==> config.mk <==
export PLATFORM = sky130hd
export DESIGN_NAME = alarm_control_status_regs
export DESIGN_NICKNAME = d
export VERILOG_FILES = /design/src/hw/alarm_regs_pkg.sv /design/src/hw/event_sync_if.sv /design/src/hw/alarm_control_status_regs.sv /design/src/hw/event_sync.sv
export VERILOG_INCLUDE_DIRS = /design/src /design/src/hw
export SDC_FILE = /design/constraint.sdc
export NUM_CORES = 1
export LEC_CHECK = 0
export ABC_CLOCK_PERIOD_IN_PS = 3400
export BUFFER_PORTS_ARGS = -buffer_cell sky130_fd_sc_hd__clkbuf_2
export CORE_MARGIN = 2
export CORE_UTILIZATION = 35
export CTS_CLUSTER_SIZE = 28
export DETAILED_ROUTE_END_ITERATION = 10
export GPL_ROUTABILITY_DRIVEN = 0
export SYNTH_ARGS = -nofsm -noshare
export SYNTH_HDL_FRONTEND = slang
export SYNTH_SLANG_ARGS = --single-unit
==> constraint.sdc <==
create_clock -name sys_clk -period 3.4 [get_ports sys_clk]
set_input_delay 0.34 -clock sys_clk [delete_from_list [all_inputs] [get_ports sys_clk]]
set_output_delay 0.34 -clock sys_clk [all_outputs]
set_load 0.01 [all_outputs]
==> src/hw/alarm_regs_cfg.svh <==
// Register map, field positions and reset values of the alarm/status block
// Behaviour
// - Control bit 7 always reads zero; writing one there is ignored.
// - Battery attach clears the whole control register to zero.
// - Control bit 0 enables the clock alarm; default off.
// - Control bit 1 runs the timekeeping oscillator; default halted.
// - Control bit 2 enables the watchdog and its alarm; default off.
// - Watchdog restarts on enable rising, supply power-up, or kick pulse.
// - Control bit 3 routes watchdog alarm: 0 own output, 1 shared.
// - Control bits 5:4 select the battery trip voltage for tests.
// - Battery test on enable rise, power-up, hourly, only oscillator running.
// - Status is readable; a write clears all flags but bit 5 and any set that cycle; bit 7 zero.
// - Status bit 0 sets on reset pulse; 1 at power-up, 0 attach.
// - Status bit 1 sets when enabled watchdog expires; 0 after power events.
// - Status bit 2 sets on enabled clock alarm match while oscillator runs; 0 after power events.
// - Status bit 3 sets on battery attach; power-up leaves it unchanged.
// - Status bit 4 sets on supply power-up; 0 after battery attach.
// - Status bit 5 shows write-protect pin level; attach leaves it alone.
// - Status bit 6 sets when enabled battery test finds battery low.
// - Low-battery flag drives the shared active-low alarm output.
// - Low-battery flag stays set until status write or battery attach.
`ifndef ALARM_REGS_CFG_SVH
`define ALARM_REGS_CFG_SVH
`define ADDR_CONTROL      9'h134
`define ADDR_STATUS       9'h135
`define CTRL_RESET        8'h00
`define CTRL_WMASK        8'h7F
`define STAT_RESET        8'h00
`define STAT_CLEAR_MASK   8'h5F
`define REG_TOP_BIT       7
`define CB_CLK_ALARM_EN   0
`define CB_OSC_RUN        1
`define CB_WD_EN          2
`define CB_WD_PIN_SEL     3
`define CB_TRIP_LO        4
`define CB_TRIP_HI        5
`define CB_BAT_MON_EN     6
`define SB_RESET_PULSE    0
`define SB_WD_ALARM       1
`define SB_CLK_ALARM      2
`define SB_BAT_ATTACH     3
`define SB_POWER_ON       4
`define SB_WP_LEVEL       5
`define SB_LOW_BAT        6
`endif

==> src/hw/alarm_regs_pkg.sv <==
// Shared types of the alarm/status register block
package alarm_regs_pkg;
  typedef logic [7:0] reg_byte_t;
  typedef logic [8:0] reg_addr_t;
  typedef logic [1:0] trip_sel_t;
endpackage

==> src/hw/event_sync_if.sv <==
// Synchronised event lines passed from the input stage to the register bank
interface event_sync_if;
  logic vcc_up;
  logic bat_attach;
  logic reset_pulse;
  logic wd_expire;
  logic alarm_match;
  logic hour_tick;
  logic bat_low;
  logic kick;
  logic wp_level;
  modport src (output vcc_up, bat_attach, reset_pulse, wd_expire,
               alarm_match, hour_tick, bat_low, kick, wp_level);
  modport dst (input vcc_up, bat_attach, reset_pulse, wd_expire,
               alarm_match, hour_tick, bat_low, kick, wp_level);
endinterface

==> src/hw/alarm_control_status_regs.sv <==
// Control and status register pair with alarm output routing
`include "alarm_regs_cfg.svh"
module alarm_control_status_regs (
  input  wire logic                  sys_clk,
  input  wire logic                  rst,
  input  wire logic                  reg_wr,
  input  wire alarm_regs_pkg::reg_addr_t reg_addr,
  input  wire alarm_regs_pkg::reg_byte_t reg_wdata,
  output      alarm_regs_pkg::reg_byte_t reg_rdata,
  input  wire logic                  vcc_good,
  input  wire logic                  bat_good,
  input  wire logic                  reset_output_sense_n,
  input  wire logic                  wd_timeout,
  input  wire logic                  alarm_equal,
  input  wire logic                  hour_mark,
  input  wire logic                  bat_below_trip,
  input  wire logic                  watchdog_kick_input,
  input  wire logic                  write_protect_input_n,
  output      logic                  alarm_output_n,
  output      logic                  watchdog_output_n,
  output      logic                  watchdog_restart,
  output      logic                  battery_test_start,
  output      alarm_regs_pkg::trip_sel_t battery_trip_select,
  output      logic                  oscillator_run
);
  import alarm_regs_pkg::*;

  event_sync_if ev ();

  event_sync u_sync (
    .sys_clk               (sys_clk),
    .rst                   (rst),
    .vcc_good              (vcc_good),
    .bat_good              (bat_good),
    .reset_output_sense_n  (reset_output_sense_n),
    .wd_timeout            (wd_timeout),
    .alarm_equal           (alarm_equal),
    .hour_mark             (hour_mark),
    .bat_below_trip        (bat_below_trip),
    .watchdog_kick_input   (watchdog_kick_input),
    .write_protect_input_n (write_protect_input_n),
    .ev                    (ev)
  );

  reg_byte_t multifunction_control;
  reg_byte_t alarm_status_flags;
  reg_byte_t next_control;
  reg_byte_t next_status;
  logic      test_pending;

  wire ctrl_sel = reg_wr && (reg_addr == `ADDR_CONTROL);
  wire stat_sel = reg_wr && (reg_addr == `ADDR_STATUS);

  wire clock_alarm_enable     = multifunction_control[`CB_CLK_ALARM_EN];
  wire osc_on                 = multifunction_control[`CB_OSC_RUN];
  wire watchdog_enable        = multifunction_control[`CB_WD_EN];
  wire watchdog_pin_select    = multifunction_control[`CB_WD_PIN_SEL];
  wire battery_monitor_enable = multifunction_control[`CB_BAT_MON_EN];

  // Only bits 6:0 are storable, so bit 7 stays zero
  wire [7:0] ctrl_written = reg_wdata & `CTRL_WMASK;
  assign next_control = ev.bat_attach ? `CTRL_RESET
                      : ctrl_sel ? ctrl_written : multifunction_control;

  wire bme_rise = ctrl_sel && ctrl_written[`CB_BAT_MON_EN]
                  && !battery_monitor_enable;
  wire wde_rise = ctrl_sel && ctrl_written[`CB_WD_EN] && !watchdog_enable;

  // Requests wait for the oscillator; tests are not run while halted
  wire test_req = battery_monitor_enable
                  && (ev.hour_tick || ev.vcc_up);
  wire test_go  = (test_req || bme_rise || test_pending) && osc_on
                  && (battery_monitor_enable || bme_rise);

  wire set_rst  = ev.reset_pulse || ev.vcc_up;
  wire set_wda  = watchdog_enable && ev.wd_expire;
  wire set_clock_alarm_flag = clock_alarm_enable && osc_on
                  && ev.alarm_match;
  wire set_bor  = ev.bat_attach;
  wire set_por  = ev.vcc_up;
  wire set_low_battery_flag = battery_monitor_enable && ev.bat_low
                  && battery_test_start;

  // Sets win over a simultaneous status write so no event is lost
  always_comb begin
    next_status = stat_sel ? `STAT_RESET : alarm_status_flags;
    next_status[`REG_TOP_BIT] = 1'b0;
    if (ev.bat_attach) begin
      next_status[`SB_RESET_PULSE] = 1'b0;
      next_status[`SB_WD_ALARM]    = 1'b0;
      next_status[`SB_CLK_ALARM]   = 1'b0;
      next_status[`SB_POWER_ON]    = 1'b0;
      next_status[`SB_LOW_BAT]     = 1'b0;
    end
    if (ev.vcc_up) begin
      next_status[`SB_WD_ALARM]  = 1'b0;
      next_status[`SB_CLK_ALARM] = 1'b0;
    end
    if (set_rst)  next_status[`SB_RESET_PULSE] = 1'b1;
    if (set_wda)  next_status[`SB_WD_ALARM]    = 1'b1;
    if (set_clock_alarm_flag) next_status[`SB_CLK_ALARM]   = 1'b1;
    if (set_bor)  next_status[`SB_BAT_ATTACH]  = 1'b1;
    if (set_por)  next_status[`SB_POWER_ON]    = 1'b1;
    if (set_low_battery_flag) next_status[`SB_LOW_BAT]     = 1'b1;
    // Live pin level, reloaded every cycle; a status write never clears it
    next_status[`SB_WP_LEVEL] = ev.wp_level;
  end

  wire bat_flag = alarm_status_flags[`SB_LOW_BAT];
  wire clk_flag = alarm_status_flags[`SB_CLK_ALARM];
  wire wd_flag  = alarm_status_flags[`SB_WD_ALARM];
  wire next_alarm_n = ~(next_status[`SB_LOW_BAT]
                      | next_status[`SB_CLK_ALARM]
                      | (next_status[`SB_WD_ALARM]
                         & next_control[`CB_WD_PIN_SEL]));
  wire next_wd_n = ~(next_status[`SB_WD_ALARM]
                     & ~next_control[`CB_WD_PIN_SEL]);

  always_ff @(posedge sys_clk or posedge rst) begin
    if (rst) begin
      multifunction_control <= `CTRL_RESET;
      alarm_status_flags    <= `STAT_RESET;
      test_pending          <= 1'b0;
    end else begin
      multifunction_control <= next_control;
      alarm_status_flags    <= next_status;
      test_pending <= (test_pending || test_req || bme_rise) && !test_go
                      && !ev.bat_attach;
    end
  end

  always_ff @(posedge sys_clk or posedge rst) begin
    if (rst) begin
      alarm_output_n      <= 1'b1;
      watchdog_output_n   <= 1'b1;
      watchdog_restart    <= 1'b0;
      battery_test_start  <= 1'b0;
      battery_trip_select <= 2'h0;
      oscillator_run      <= 1'b0;
      reg_rdata           <= 8'h00;
    end else begin
      alarm_output_n      <= next_alarm_n;
      watchdog_output_n   <= next_wd_n;
      watchdog_restart    <= wde_rise || ev.vcc_up || ev.kick;
      battery_test_start  <= test_go;
      battery_trip_select <= next_control[`CB_TRIP_HI:`CB_TRIP_LO];
      oscillator_run      <= next_control[`CB_OSC_RUN];
      reg_rdata <= (reg_addr == `ADDR_CONTROL) ? multifunction_control
                 : (reg_addr == `ADDR_STATUS) ? alarm_status_flags : 8'h00;
    end
  end

  // A status write only clears what no event sets in the same cycle

  AST_CTRL_TOP_ZERO: assert property (
    @(posedge sys_clk) disable iff (rst)
    multifunction_control[`REG_TOP_BIT] == 1'b0)
    else $error("control bit 7 set");

  AST_CTRL_WRITE_LANDS: assert property (
    @(posedge sys_clk) disable iff (rst)
    ctrl_sel && !ev.bat_attach
    |=> multifunction_control == $past(ctrl_written))
    else $error("control write not stored masked");

  AST_ATTACH_CLEARS_CTRL: assert property (
    @(posedge sys_clk) disable iff (rst)
    ev.bat_attach
    |=> multifunction_control == `CTRL_RESET)
    else $error("battery attach did not clear control");

  AST_CLOCK_ALARM_FLAG_NEEDS_ENABLE: assert property (
    @(posedge sys_clk) disable iff (rst)
    $rose(clk_flag)
    |-> $past(clock_alarm_enable))
    else $error("clock alarm flag set while disabled");

  AST_OSC_FOLLOWS: assert property (
    @(posedge sys_clk) disable iff (rst)
    oscillator_run == osc_on)
    else $error("oscillator output mismatch");

  AST_WDA_NEEDS_ENABLE: assert property (
    @(posedge sys_clk) disable iff (rst)
    $rose(wd_flag)
    |-> $past(watchdog_enable))
    else $error("watchdog flag set while disabled");

  AST_KICK_RESTART: assert property (
    @(posedge sys_clk) disable iff (rst)
    ev.kick
    |=> watchdog_restart)
    else $error("kick did not restart watchdog");

  AST_ENABLE_RESTART: assert property (
    @(posedge sys_clk) disable iff (rst)
    wde_rise || ev.vcc_up
    |=> watchdog_restart)
    else $error("enable rise or power-up did not restart watchdog");

  AST_WD_ROUTE: assert property (
    @(posedge sys_clk) disable iff (rst)
    !watchdog_output_n
    |-> wd_flag && !watchdog_pin_select)
    else $error("watchdog output misrouted");

  AST_WDO_DRIVEN: assert property (
    @(posedge sys_clk) disable iff (rst)
    wd_flag && !watchdog_pin_select
    |-> !watchdog_output_n)
    else $error("watchdog output not driven");

  AST_TRIP_FOLLOWS: assert property (
    @(posedge sys_clk) disable iff (rst)
    battery_trip_select ==
    multifunction_control[`CB_TRIP_HI:`CB_TRIP_LO])
    else $error("trip select output mismatch");

  AST_TEST_NEEDS_OSC: assert property (
    @(posedge sys_clk) disable iff (rst)
    battery_test_start
    |-> $past(osc_on))
    else $error("battery test with oscillator halted");

  AST_PENDING_TEST: assert property (
    @(posedge sys_clk) disable iff (rst)
    test_pending && osc_on && battery_monitor_enable
    |=> battery_test_start)
    else $error("pending battery test not started");

  AST_WRITE_CLEARS: assert property (
    @(posedge sys_clk) disable iff (rst)
    stat_sel && !set_rst && !set_wda && !set_clock_alarm_flag && !set_bor && !set_low_battery_flag
    |=> (alarm_status_flags & `STAT_CLEAR_MASK) == `STAT_RESET)
    else $error("status write did not clear flags");

  AST_STAT_TOP_ZERO: assert property (
    @(posedge sys_clk) disable iff (rst)
    alarm_status_flags[`REG_TOP_BIT] == 1'b0)
    else $error("status bit 7 set");

  AST_RESET_PULSE_SETS: assert property (
    @(posedge sys_clk) disable iff (rst)
    ev.reset_pulse
    |=> alarm_status_flags[`SB_RESET_PULSE])
    else $error("reset pulse flag not set");

  AST_WDA_SETS: assert property (
    @(posedge sys_clk) disable iff (rst)
    watchdog_enable && ev.wd_expire
    |=> wd_flag)
    else $error("watchdog flag not set on expiry");

  AST_CLOCK_ALARM_FLAG_SETS: assert property (
    @(posedge sys_clk) disable iff (rst)
    clock_alarm_enable && osc_on && ev.alarm_match
    |=> clk_flag)
    else $error("clock alarm flag not set on match");

  AST_BOR_SETS: assert property (
    @(posedge sys_clk) disable iff (rst)
    ev.bat_attach
    |=> alarm_status_flags[`SB_BAT_ATTACH])
    else $error("battery attach flag not set");

  AST_POR_SETS: assert property (
    @(posedge sys_clk) disable iff (rst)
    ev.vcc_up && !ev.bat_attach
    |=> alarm_status_flags[`SB_POWER_ON] && clk_flag == 1'b0)
    else $error("power-up flags not set");

  AST_WP_TRACKS: assert property (
    @(posedge sys_clk) disable iff (rst)
    alarm_status_flags[`SB_WP_LEVEL] == $past(ev.wp_level))
    else $error("write-protect level not tracked");

  AST_LOW_BATTERY_FLAG_SETS: assert property (
    @(posedge sys_clk) disable iff (rst)
    battery_monitor_enable && ev.bat_low && battery_test_start
    |=> bat_flag)
    else $error("low battery flag not set by test");

  AST_BAT_ALARM_OUT: assert property (
    @(posedge sys_clk) disable iff (rst)
    bat_flag
    |-> !alarm_output_n)
    else $error("low battery without alarm output");

  AST_LOW_BATTERY_FLAG_STICKY: assert property (
    @(posedge sys_clk) disable iff (rst)
    bat_flag && !stat_sel && !ev.bat_attach
    |=> bat_flag)
    else $error("low battery flag dropped");

  AST_ATTACH_CLEARS_LOW_BATTERY_FLAG: assert property (
    @(posedge sys_clk) disable iff (rst)
    ev.bat_attach && !set_low_battery_flag
    |=> !bat_flag)
    else $error("battery attach did not clear low battery flag");

  AST_ALARM_OUT_SET: assert property (
    @(posedge sys_clk) disable iff (rst)
    clk_flag || (wd_flag && watchdog_pin_select)
    |-> !alarm_output_n)
    else $error("alarm output not driven");

  AST_ALARM_OUT_IDLE: assert property (
    @(posedge sys_clk) disable iff (rst)
    !bat_flag && !clk_flag && !(wd_flag && watchdog_pin_select)
    |-> alarm_output_n)
    else $error("alarm output driven without a flag");
endmodule

==> src/hw/event_sync.sv <==
// Two-stage synchronisers and rising-edge detectors for pin-level events
module event_sync (
  input  wire logic   sys_clk,
  input  wire logic   rst,
  input  wire logic   vcc_good,
  input  wire logic   bat_good,
  input  wire logic   reset_output_sense_n,
  input  wire logic   wd_timeout,
  input  wire logic   alarm_equal,
  input  wire logic   hour_mark,
  input  wire logic   bat_below_trip,
  input  wire logic   watchdog_kick_input,
  input  wire logic   write_protect_input_n,
  event_sync_if.src   ev
);
  localparam int N = 9;
  logic [N-1:0] raw;
  logic [N-1:0] meta;
  logic [N-1:0] sync;
  logic [N-1:0] prev;
  logic [N-1:0] rise;

  // Reset sense is inverted so a low pulse shows as a rising event
  assign raw = {write_protect_input_n, watchdog_kick_input, bat_below_trip,
                hour_mark, alarm_equal, wd_timeout, ~reset_output_sense_n,
                bat_good, vcc_good};

  genvar i;
  generate
    for (i = 0; i < N; i++) begin : g_sync
      always_ff @(posedge sys_clk or posedge rst) begin
        if (rst) begin
          meta[i] <= 1'b0;
          sync[i] <= 1'b0;
          prev[i] <= 1'b0;
        end else begin
          meta[i] <= raw[i];
          sync[i] <= meta[i];
          prev[i] <= sync[i];
        end
      end
      assign rise[i] = sync[i] & ~prev[i];
    end
  endgenerate

  assign ev.vcc_up      = rise[0];
  assign ev.bat_attach  = rise[1];
  assign ev.reset_pulse = rise[2];
  assign ev.wd_expire   = rise[3];
  assign ev.alarm_match = rise[4];
  assign ev.hour_tick   = rise[5];
  assign ev.bat_low     = sync[6];
  assign ev.kick        = rise[7];
  assign ev.wp_level    = sync[8];
endmodule

### Yosys cells after proc, flatten, opt, wreduce, memory -nomap -nowiden

Index checks and enable logic that the tools add are counted.
W data, S select, Z words.

| storage, ports and cells | value |
|---|---|
| bits of input ports | 29 |
| output and inout port bits | 15 |
| register bits after elaboration | 56 |

| cells by class | value |
|---|---|
| eq/ne operators | 2 |
| mux-type cells | 15 |
| bitwise operators | 22 |
| reduce and logical (&&, ||, !) cells | 33 |

Operators by type and width:

| cell | number |
|---|---|
| $mux W8 | 3 |
| $eq A9 B9 Y1 const B | 2 |
| $logic_and A1 B1 Y1 | 16 |
| $mux W7 | 2 |
| $not A1 Y1 | 11 |
| $and A1 B1 Y1 | 9 |
| $logic_or A1 B1 Y1 | 9 |
| $mux W1 | 8 |
| $reduce_bool A3 Y1 | 2 |
| $logic_not A1 Y1 | 4 |
| $reduce_bool A2 Y1 | 2 |
| $mux W3 | 1 |
| $mux W2 | 1 |
| $or A1 B1 Y1 | 2 |

### Depth between registers and ports, before layout

Gate-level depths: netlist of the first run.

| depth | value |
|---|---|
| word-level depth | 11 |
| depth in mapped cells | 5 |
| mapped depth without buffers | 4 |

### Cells and area by module

From an unflattened synthesis of the first run, not the netlist that was laid out.

| second synthesis, totals | value |
|---|---|
| cells, all modules | 133 |
| area total of the unflattened synthesis | 1894.3 sq um |

By module, submodules not included:

| module | cells an instance | area an instance (sq um) | times used |
|---|---|---|---|
| alarm_control_status_regs | 99 | 1164.9 | 1 |
| event_sync | 34 | 729.4 | 1 |

### Worst setup path before layout of the first run

OpenSTA, ideal clock, no wires.

| path | value |
|---|---|
| path kind | input to register |
| start point | input port reg_addr[1] |
| end point | register alarm_status_flags[0] |
| arrival | 1830 ps |
| stages on the path | 4 |
| path slack | 1444 ps |
| buffers on the path | 0 |
| path through | or4b_4 -> or4_1 -> and2_1 -> a221o_1 |

| between the ends | value |
|---|---|
| cells in the longest elaborated chain, start to end | 3 |

Ends and longest elaborated chain:

| what | RTL line | source |
|---|---|---|
| start, declared | alarm_control_status_regs.sv:7 | `input wire alarm_regs_pkg::reg_addr_t reg_addr,` |
| $eq A9 B9 Y1 (no source line) | - |  |
| $logic_and A1 B1 Y1 | alarm_control_status_regs.sv:52 | `` wire stat_sel = reg_wr && (reg_addr == `ADDR_STATUS); `` |
| $reduce_bool A3 Y1 (no source line) | - |  |
| end signal, assigned | alarm_control_status_regs.sv:122 | `` alarm_status_flags <= `STAT_RESET; `` |
| end signal, assigned | alarm_control_status_regs.sv:126 | `alarm_status_flags <= next_status;` |
| end, declared | alarm_control_status_regs.sv:46 | `reg_byte_t alarm_status_flags;` |

No other way between the ends.
A chain may end at the register's enable or synchronous reset.

### Worst setup path in the final report of the first run

| path | value |
|---|---|
| start point | input port reg_addr[1] |
| end point | register alarm_output_n |

RTL lines:

| what | RTL line | source |
|---|---|---|
| $eq A9 B9 Y1 (no source line) | - |  |
| $logic_and A1 B1 Y1 | alarm_control_status_regs.sv:51 | `` wire ctrl_sel = reg_wr && (reg_addr == `ADDR_CONTROL); `` |
| $mux W8 | alarm_control_status_regs.sv:63 | `: ctrl_sel ? ctrl_written : multifunction_control;` |
| $mux W8 | alarm_control_status_regs.sv:62 | `` assign next_control = ev.bat_attach ? `CTRL_RESET `` |
| via next_control[3] | alarm_control_status_regs.sv:47 | `reg_byte_t next_control;` |
| $and A1 B1 Y1 | alarm_control_status_regs.sv:114 | `` \| (next_status[`SB_WD_ALARM] `` |
| $or A1 B1 Y1 | alarm_control_status_regs.sv:112 | `` wire next_alarm_n = ~(next_status[`SB_LOW_BAT] `` |
| $not A1 Y1 | alarm_control_status_regs.sv:112 |  |
| via next_alarm_n | alarm_control_status_regs.sv:112 |  |
| end signal, assigned | alarm_control_status_regs.sv:142 | `alarm_output_n <= next_alarm_n;` |
| end, declared | alarm_control_status_regs.sv:19 | `output logic alarm_output_n,` |

The timed path passes the listed nets, and every way through them passes these cells. The select of a mux whose other input is x is not followed.

==> run metrics, run 1 <==
status=finished, final reports clean; fin cells=244; DIE WIDTH=75.90 microns; source-to-sink clock delay at the later pin of the worst-skew pair=0.30 ns; Post-layout nets=202; adder and majority gate portion of the synthesized area=0; H-tree depth reported by CTS=2; start-to-end type of the worst setup path=input pin to register; detailed-routing iteration count for the pre-antenna-repair pass=4; complex-gate fraction of the synthesized area=0.04149; cells taking the most area after synthesis=sky130_fd_sc_hd__dfrtp_1 (68%), sky130_fd_sc_hd__mux2i_1 (8.3%), sky130_fd_sc_hd__dfstp_2 (2.9%); fraction of the mapped netlist area in simple logic gates=0.1307; quantity of I/O buffers inserted on ports=41; count of placed standard cells including taps=236; routed via count=1088; share of total power in the clock network=0.385; worst max-slew margin expressed relative to the limit=0.3240; worst hold path type=input pin to register; fraction of final layout cells with drive strength greater than 1=0.3218; largest net degree at the start of global routing=52; y dimension of the die=75.90 microns; maximum capacitance violations=0; power share of the sequential group=0.570; Via density=4.459; effective utilization at floorplan=0.3588; largest family of logic cells by synthesized area=simple AND/OR/NAND/NOR gates; wire per inst=13.14 microns; Final TNS setup=0 ns; startpoint of the tightest hold check path=wd_timeout; global route total overflow=0; count of instances resized after the clock tree is built=0; Sw Ratio=0.2032; critical path endpoint category=register; proportion of synthesized area in mux cells=0.08299; leakage power of the design=0.001078 uW; number of clock buffers inserted by TritonCTS=5; worst slack at placement=1.208 ns; Post-Syn Area=0.001809 sq mm; internal power=884.6 uW; standard cell core area=0.005042 sq mm; number of unique standard cell types used by synthesis=27; Fin Hold WS=0.1403 ns; clock root buffer=sky130_fd_sc_hd__clkbuf_8; Detail Route Antenna Nets=0; Syn Nets=160; combined global-route utilization of all metal layers=0.1287; clock slew at the register clock pins of the worst setup and hold paths=0.09 ns; synthesized instance count=131; Initial DRC Count=38; quantity of hold-fixing buffers added after cts=0; Post CTS Setup Buffer Count=0; Yosys reg bits=51; average instance area after synthesis=13.81 sq um; Clock Skews=0.007039 ns; Die Area=0.005760 sq mm; Area Overhead vs Synth=20.75%; end of the worst register-to-register path=alarm_output_n$_DFF_PP1_; num ports=44; slack of the worst reg-to-reg path=1.96 ns; clock tree from TritonCTS=built; RSZ-0062 raised after global routing=false; Tightest Pin Transition=1.013 ns; warning count from the yosys run=0; xor-xnor portion of the synthesized cell area=0; FF-to-FF path depth=4; residual DRC count=0; CP required=3.62 ns; final number of max-transition violations=0; fin crit period=1.859 ns; post-route fraction of the period consumed by the critical path=0.5468; startpoint of the worst register-to-register path=u_sync.prev[1]$_DFF_PP0_; worst IR drop on VDD=0.0002903 V; detailed placement HPWL=2287 microns; Worst Setup Slack, final=1.541 ns; global-route wire length before repair=5319 microns; WHS Path Cells=1; area leader, netlist=sky130_fd_sc_hd__dfrtp_1; proportion of netlist area held by the largest area contributor=0.6777; clock sinks=51; worst hold path endpoint=u_sync.meta[3]$_DFF_PP0_; initial antenna violation count=0; arrival time at the worst endpoint=2.08 ns; number of hold violations in the final report=0; largest fanout of any net on the critical path=8; peak clock frequency supported by timing=0.5379 GHz; cell row count=26; total length of routed wires=3207 microns; fraction of the yosys area taken by sequential cells=0.7068; vias in the first global route=1119; combinational fraction of design power=0.045; CTS Buffer Depth=2; Power Dens Cells=508.2 mW/mm^2; net switching power=225.5 uW; Critical Path Start Type=input pin; antenna diode count=0; endpoints failing setup=0
kinds of logic (layout without fill, tap and decap cells):
logic type / after synthesis / in the layout
buf+inv: 14 / 57
other cells: 1 / 1
simple gates: 41 / 41
mux: 15 / 15
compound gates: 9 / 9
flops: 51 / 51
how the worst max path moves through the flow:
stage	startpoint	end	depth (start not counted)
3_3_place_gp	reg_addr[1]	alarm_output_n$_DFF_PP1_	5
3_5_place_dp	reg_addr[1]	alarm_output_n$_DFF_PP1_	5
4_1_cts	reg_addr[1]	alarm_output_n$_DFF_PP1_	5
2_1_floorplan	reg_addr[1]	alarm_status_flags[0]$_DFFE_PP0P_	4
6_report	reg_addr[1]	alarm_output_n$_DFF_PP1_	5
5_1_grt	reg_addr[1]	alarm_output_n$_DFF_PP1_	5
power groups by stage:
stage               combinational (uW)  clock [uW]  sequential [uW]
floorplan                         29.4           0              643
finish                            50.4         427              633
global placement                  50.7           0              644
global route                      57.9         474              635
detailed placement                52.0           0              645
CTS                               52.3         439              633
cells in the final DEF, fill, tap and decap left out, drive strengths merged:
| master | synthesis | final |
|---|---|---|
| nor2 | 13 | 13 |
| clkinv | 0 | 1 |
| dfrtp | 49 | 49 |
| nor2b | 3 | 3 |
| bufinv | 0 | 1 |
| nand2 | 7 | 7 |
| clkbuf | 2 | 47 |
| o31ai | 1 | 1 |
| or2 | 1 | 1 |
| mux2i | 15 | 15 |
| a221oi | 1 | 1 |
| and3 | 2 | 2 |
| a221o | 1 | 1 |
| conb | 1 | 1 |
| or4b | 1 | 1 |
| o21ai | 2 | 2 |
| and2 | 1 | 1 |
| nand2b | 4 | 4 |
| nand3 | 2 | 2 |
| dfstp | 2 | 2 |
| a21o | 3 | 3 |
| nand3b | 2 | 2 |
| nor4 | 1 | 1 |
| or4 | 2 | 2 |
| a32o | 1 | 1 |
| inv | 8 | 8 |
| nand4b | 2 | 2 |
cell usage after synthesis:
master,instances
sky130_fd_sc_hd__nand3_1,2
sky130_fd_sc_hd__a221oi_2,1
sky130_fd_sc_hd__and2_1,1
sky130_fd_sc_hd__a32o_1,1
sky130_fd_sc_hd__or2_2,1
sky130_fd_sc_hd__buf_2,1
sky130_fd_sc_hd__dfstp_2,2
sky130_fd_sc_hd__inv_1,8
sky130_fd_sc_hd__buf_4,3
sky130_fd_sc_hd__or4b_4,1
sky130_fd_sc_hd__nor2_1,13
sky130_fd_sc_hd__and3_1,2
sky130_fd_sc_hd__nand3b_1,2
sky130_fd_sc_hd__mux2i_1,15
sky130_fd_sc_hd__o21ai_0,2
sky130_fd_sc_hd__a21o_1,3
sky130_fd_sc_hd__clkbuf_1,2
sky130_fd_sc_hd__nor2b_1,3
sky130_fd_sc_hd__nor4_4,1
sky130_fd_sc_hd__conb_1,1
sky130_fd_sc_hd__nand2_1,7
sky130_fd_sc_hd__o31ai_1,1
sky130_fd_sc_hd__nand4b_1,2
sky130_fd_sc_hd__or4_1,2
sky130_fd_sc_hd__dfrtp_1,49
sky130_fd_sc_hd__a221o_1,1
sky130_fd_sc_hd__nand2b_1,4
metrics by stage:
step,util,instance area [sq um],power [uW]
after detailed placement,0.4099,2067,696.9
final,0.4333,2185,1110
after global placement,0.4099,2067,694.8
after floorplan,-,1809,672.5
after global routing,0.4333,2185,1167
after CTS,0.4333,2185,1124
worst max-delay path, stage by stage:
cell and delay [ns]:
sky130_fd_sc_hd__clkbuf_2 0.08, sky130_fd_sc_hd__or4b_4 0.55, sky130_fd_sc_hd__nor4_4 0.58, sky130_fd_sc_hd__mux2i_1 0.25, sky130_fd_sc_hd__a221oi_2 0.28
state kept, by name (all words and copies together), names as in the netlist:
register	count
alarm_output_n	1
alarm_status_flags	7
battery_test_start	1
battery_trip_select	1
multifunction_control	6
reg_rdata	7
test_pending	1
u_sync.ev.bat_low	1
u_sync.ev.wp_level	1
u_sync.meta	9
u_sync.prev	7
u_sync.sync	7
watchdog_output_n	1
watchdog_restart	1
layer usage:
metal	GRT usage	wire, microns	vias to the layer above
met3	0.04365	204	4
li1	-	-	517
met1	0.1664	1448	519
met2	0.2021	1514	48
met4	0.04678	40	0
met5	0	0	-
cell type report:
type	count	area [sq um]
clock inverters	2	35.03
well taps	70	87.58
multi-input cells	66	465.4
clock buffers	6	82.58
flip-flops and latches	51	1279
fillers	477	2858
inverters	8	30.03
repair buffers	41	205.2
No activity file was read; power rests on OpenSTA's default activity.
==> inputs of run 2 (changes only) <==
--- a/config.mk
+++ b/config.mk
@@ -6,7 +6,7 @@
 export SDC_FILE = /design/constraint.sdc
 export NUM_CORES = 1
 export LEC_CHECK = 0
-export ABC_CLOCK_PERIOD_IN_PS = 3400
+export ABC_CLOCK_PERIOD_IN_PS = 1600
 export BUFFER_PORTS_ARGS = -buffer_cell sky130_fd_sc_hd__clkbuf_2
 export CORE_MARGIN = 2
 export CORE_UTILIZATION = 35
==> constraint.sdc (replaced) <==
create_clock -name sys_clk -period 1.6 [get_ports sys_clk]
set_input_delay 0.16 -clock sys_clk [delete_from_list [all_inputs] [get_ports sys_clk]]
set_output_delay 0.16 -clock sys_clk [all_outputs]
set_load 0.01 [all_outputs]
==> run metrics, run 2 (synthesized netlist as in run 1, its figures left out) <==
leakage power of the design=0.001191 uW (+10%); CTS Buffer Depth=2 (unchanged); source-to-sink clock delay at the later pin of the worst-skew pair=0.30 ns (about the same); Initial DRC Count=72 (+89%); detailed placement HPWL=2554 microns (+12%); number of clock buffers inserted by TritonCTS=5 (unchanged); worst hold path type=input pin to register; Post-layout nets=225 (+11%); combinational fraction of design power=0.064 (+0.019); vias in the first global route=1218 (+8.8%); startpoint of the tightest hold check path=reg_wdata[5]; DIE WIDTH=75.90 microns (unchanged); global-route wire length before repair=5609 microns (+5.5%); power share of the sequential group=0.591 (+0.021); fin crit period=1.547 ns; count of placed standard cells including taps=248 (+5.1%); count of instances resized after the clock tree is built=0 (unchanged); maximum capacitance violations=0 (unchanged); clock root buffer=sky130_fd_sc_hd__clkbuf_8; clock sinks=51 (unchanged); max reg flops=9 (unchanged); WHS Path Cells=3 (+2); residual DRC count=0 (unchanged); startpoint of the worst register-to-register path=multifunction_control[6]$_DFFE_PP0P_; largest register by flop count=u_sync.meta; Layout Utilization=0.4764 (+0.04318); routed via count=1182 (+8.6%); clock slew at the register clock pins of the worst setup and hold paths=0.09 ns (about the same); Via density=4.427 (-0.72%); y dimension of the die=75.90 microns (unchanged); status=finished, final reports clean; number of hold violations in the final report=0 (unchanged); Sw Ratio=0.2113 (+0.008175); Fin Hold WS=0.1045 ns (-0.03581 ns); Worst Setup Slack, final=0.05268 ns (-1.488 ns); FF-to-FF path depth=3 (-1); slack of the worst reg-to-reg path=0.21 ns (-1.75 ns); Detail Route Antenna Nets=0 (unchanged); final number of max-transition violations=0 (unchanged); peak clock frequency supported by timing=0.6463 GHz; fill cell instance count of the final layout=457 (-4.2%); antenna diode count=0 (unchanged); net switching power=481.3 uW (+110%); quantity of I/O buffers inserted on ports=41 (unchanged); clock tree from TritonCTS=built; critical path endpoint category=register; Die Area=0.005760 sq mm (unchanged); total length of routed wires=3431 microns (+7.0%); internal power=1796 uW (+100%); largest net degree at the start of global routing=52 (unchanged); fraction of final layout cells with drive strength greater than 1=0.3706 (+0.04872); end of the worst register-to-register path=battery_test_start$_DFF_PP0_; worst slack at placement=-0.2417 ns (-1.449 ns); largest fanout of any net on the critical path=4 (-4); initial antenna violation count=0 (unchanged); num ports=44 (unchanged); global route total overflow=0 (unchanged); Area Overhead vs Synth=32.78%; share of total power in the clock network=0.346 (-0.039); cell row count=26 (unchanged); combined global-route utilization of all metal layers=0.1339 (+0.005194); CP required=1.84 ns (-1.78 ns); leading cell types in the layout, fill and taps excluded=sky130_fd_sc_hd__dfrtp_1 (49), sky130_fd_sc_hd__clkbuf_2 (41), sky130_fd_sc_hd__mux2i_1 (15); fin cells=267 (+9.4%); H-tree depth reported by CTS=2 (unchanged); effective utilization at floorplan=0.3588 (unchanged); worst IR drop on VDD=0.0007392 V (+150%); standard cell core area=0.005042 sq mm (unchanged); start-to-end type of the worst setup path=input pin to register; post-route fraction of the period consumed by the critical path=0.9671; Power Dens Cells=948.0 mW/mm^2 (+87%); worst hold path endpoint=multifunction_control[5]$_DFFE_PP0P_; Clock Skews=0.009899 ns (+0.002860 ns); endpoints failing setup=0 (unchanged); Critical Path Start Type=input pin; leading cell type in the layout, fill and taps excluded=sky130_fd_sc_hd__dfrtp_1; arrival time at the worst endpoint=1.79 ns (-0.29 ns); wire per inst=12.85 microns (-2.2%); detailed-routing iteration count for the pre-antenna-repair pass=4 (unchanged)
-- run 2: layer usage --
metal / part of all wire / up-vias / track usage
met4: 0.015 / 0 / 0.05068
met3: 0.057 / 6 / 0.04497
met5: 0 / - / 0
li1: - / 559 / -
met2: 0.49 / 36 / 0.2222
met1: 0.43 / 581 / 0.1617
-- run 2: worst max-delay path, cell delays in order --
cell and delay [ns]:
sky130_fd_sc_hd__clkbuf_2 0.08, sky130_fd_sc_hd__or4b_4 0.53, sky130_fd_sc_hd__buf_4 0.16, sky130_fd_sc_hd__nor4_4 0.19, sky130_fd_sc_hd__buf_4 0.18, sky130_fd_sc_hd__mux2i_1 0.32
sky130_fd_sc_hd__nand2b_1 0.16
-- run 2: cell type report --
| cell class | count | area (sq um) | area share |
|---|---|---|---|
| clock inverters | 1 | 7.507 | 0.003125 |
| clock buffers | 7 | 96.34 | 0.04010 |
| flip-flops and latches | 51 | 1279 | 0.5323 |
| repair buffers | 64 | 415.4 | 0.1729 |
| inverters | 8 | 30.03 | 0.01250 |
| well taps | 70 | 87.58 | 0.03646 |
| multi-input cells | 66 | 486.7 | 0.2026 |
-- run 2: stage by stage --
stage / cell area [sq um] / TNS, ns / total power [uW]
after detailed placement: 2191 / -2.625 / 1501
after CTS: 2395 / 0 / 2305
final: 2402 / 0 / 2277
after global routing: 2402 / -0.006610 / 2391
after floorplan: 1834 / -0.2966 / 1432
after global placement: 2191 / -2.311 / 1495
-- run 2: worst max-delay path by stage --
stage | slack (ns) | end | start
global route | -0.004 | multifunction_control[1]$_DFFE_PP0P_ | reg_addr[1]
floorplan | -0.13 | alarm_output_n$_DFF_PP1_ | reg_addr[1]
global placement | -0.21 | alarm_status_flags[0]$_DFFE_PP0P_ | reg_addr[1]
detailed placement | -0.24 | multifunction_control[1]$_DFFE_PP0P_ | reg_addr[1]
finish | 0.05 | watchdog_output_n$_DFF_PP1_ | reg_addr[1]
CTS | 0.07 | multifunction_control[1]$_DFFE_PP0P_ | reg_addr[1]
-- run 2: power by group through the flow --
| stage | registers (uW) | logic [uW] | clock network [uW] |
|---|---|---|---|
| 3_5_place_dp | 1370 | 130 | 0 |
| 2_1_floorplan | 1370 | 65.5 | 0 |
| 5_1_grt | 1350 | 164 | 876 |
| 6_report | 1350 | 145 | 787 |
| 4_1_cts | 1350 | 149 | 810 |
| 3_3_place_gp | 1370 | 126 | 0 |
-- run 2: repair_timing --
action	CTS	global route
setup endpoints to repair	0	1
endpoints found under the hold margin	58	0
hold buffers	10	0
buffers inserted	0	1
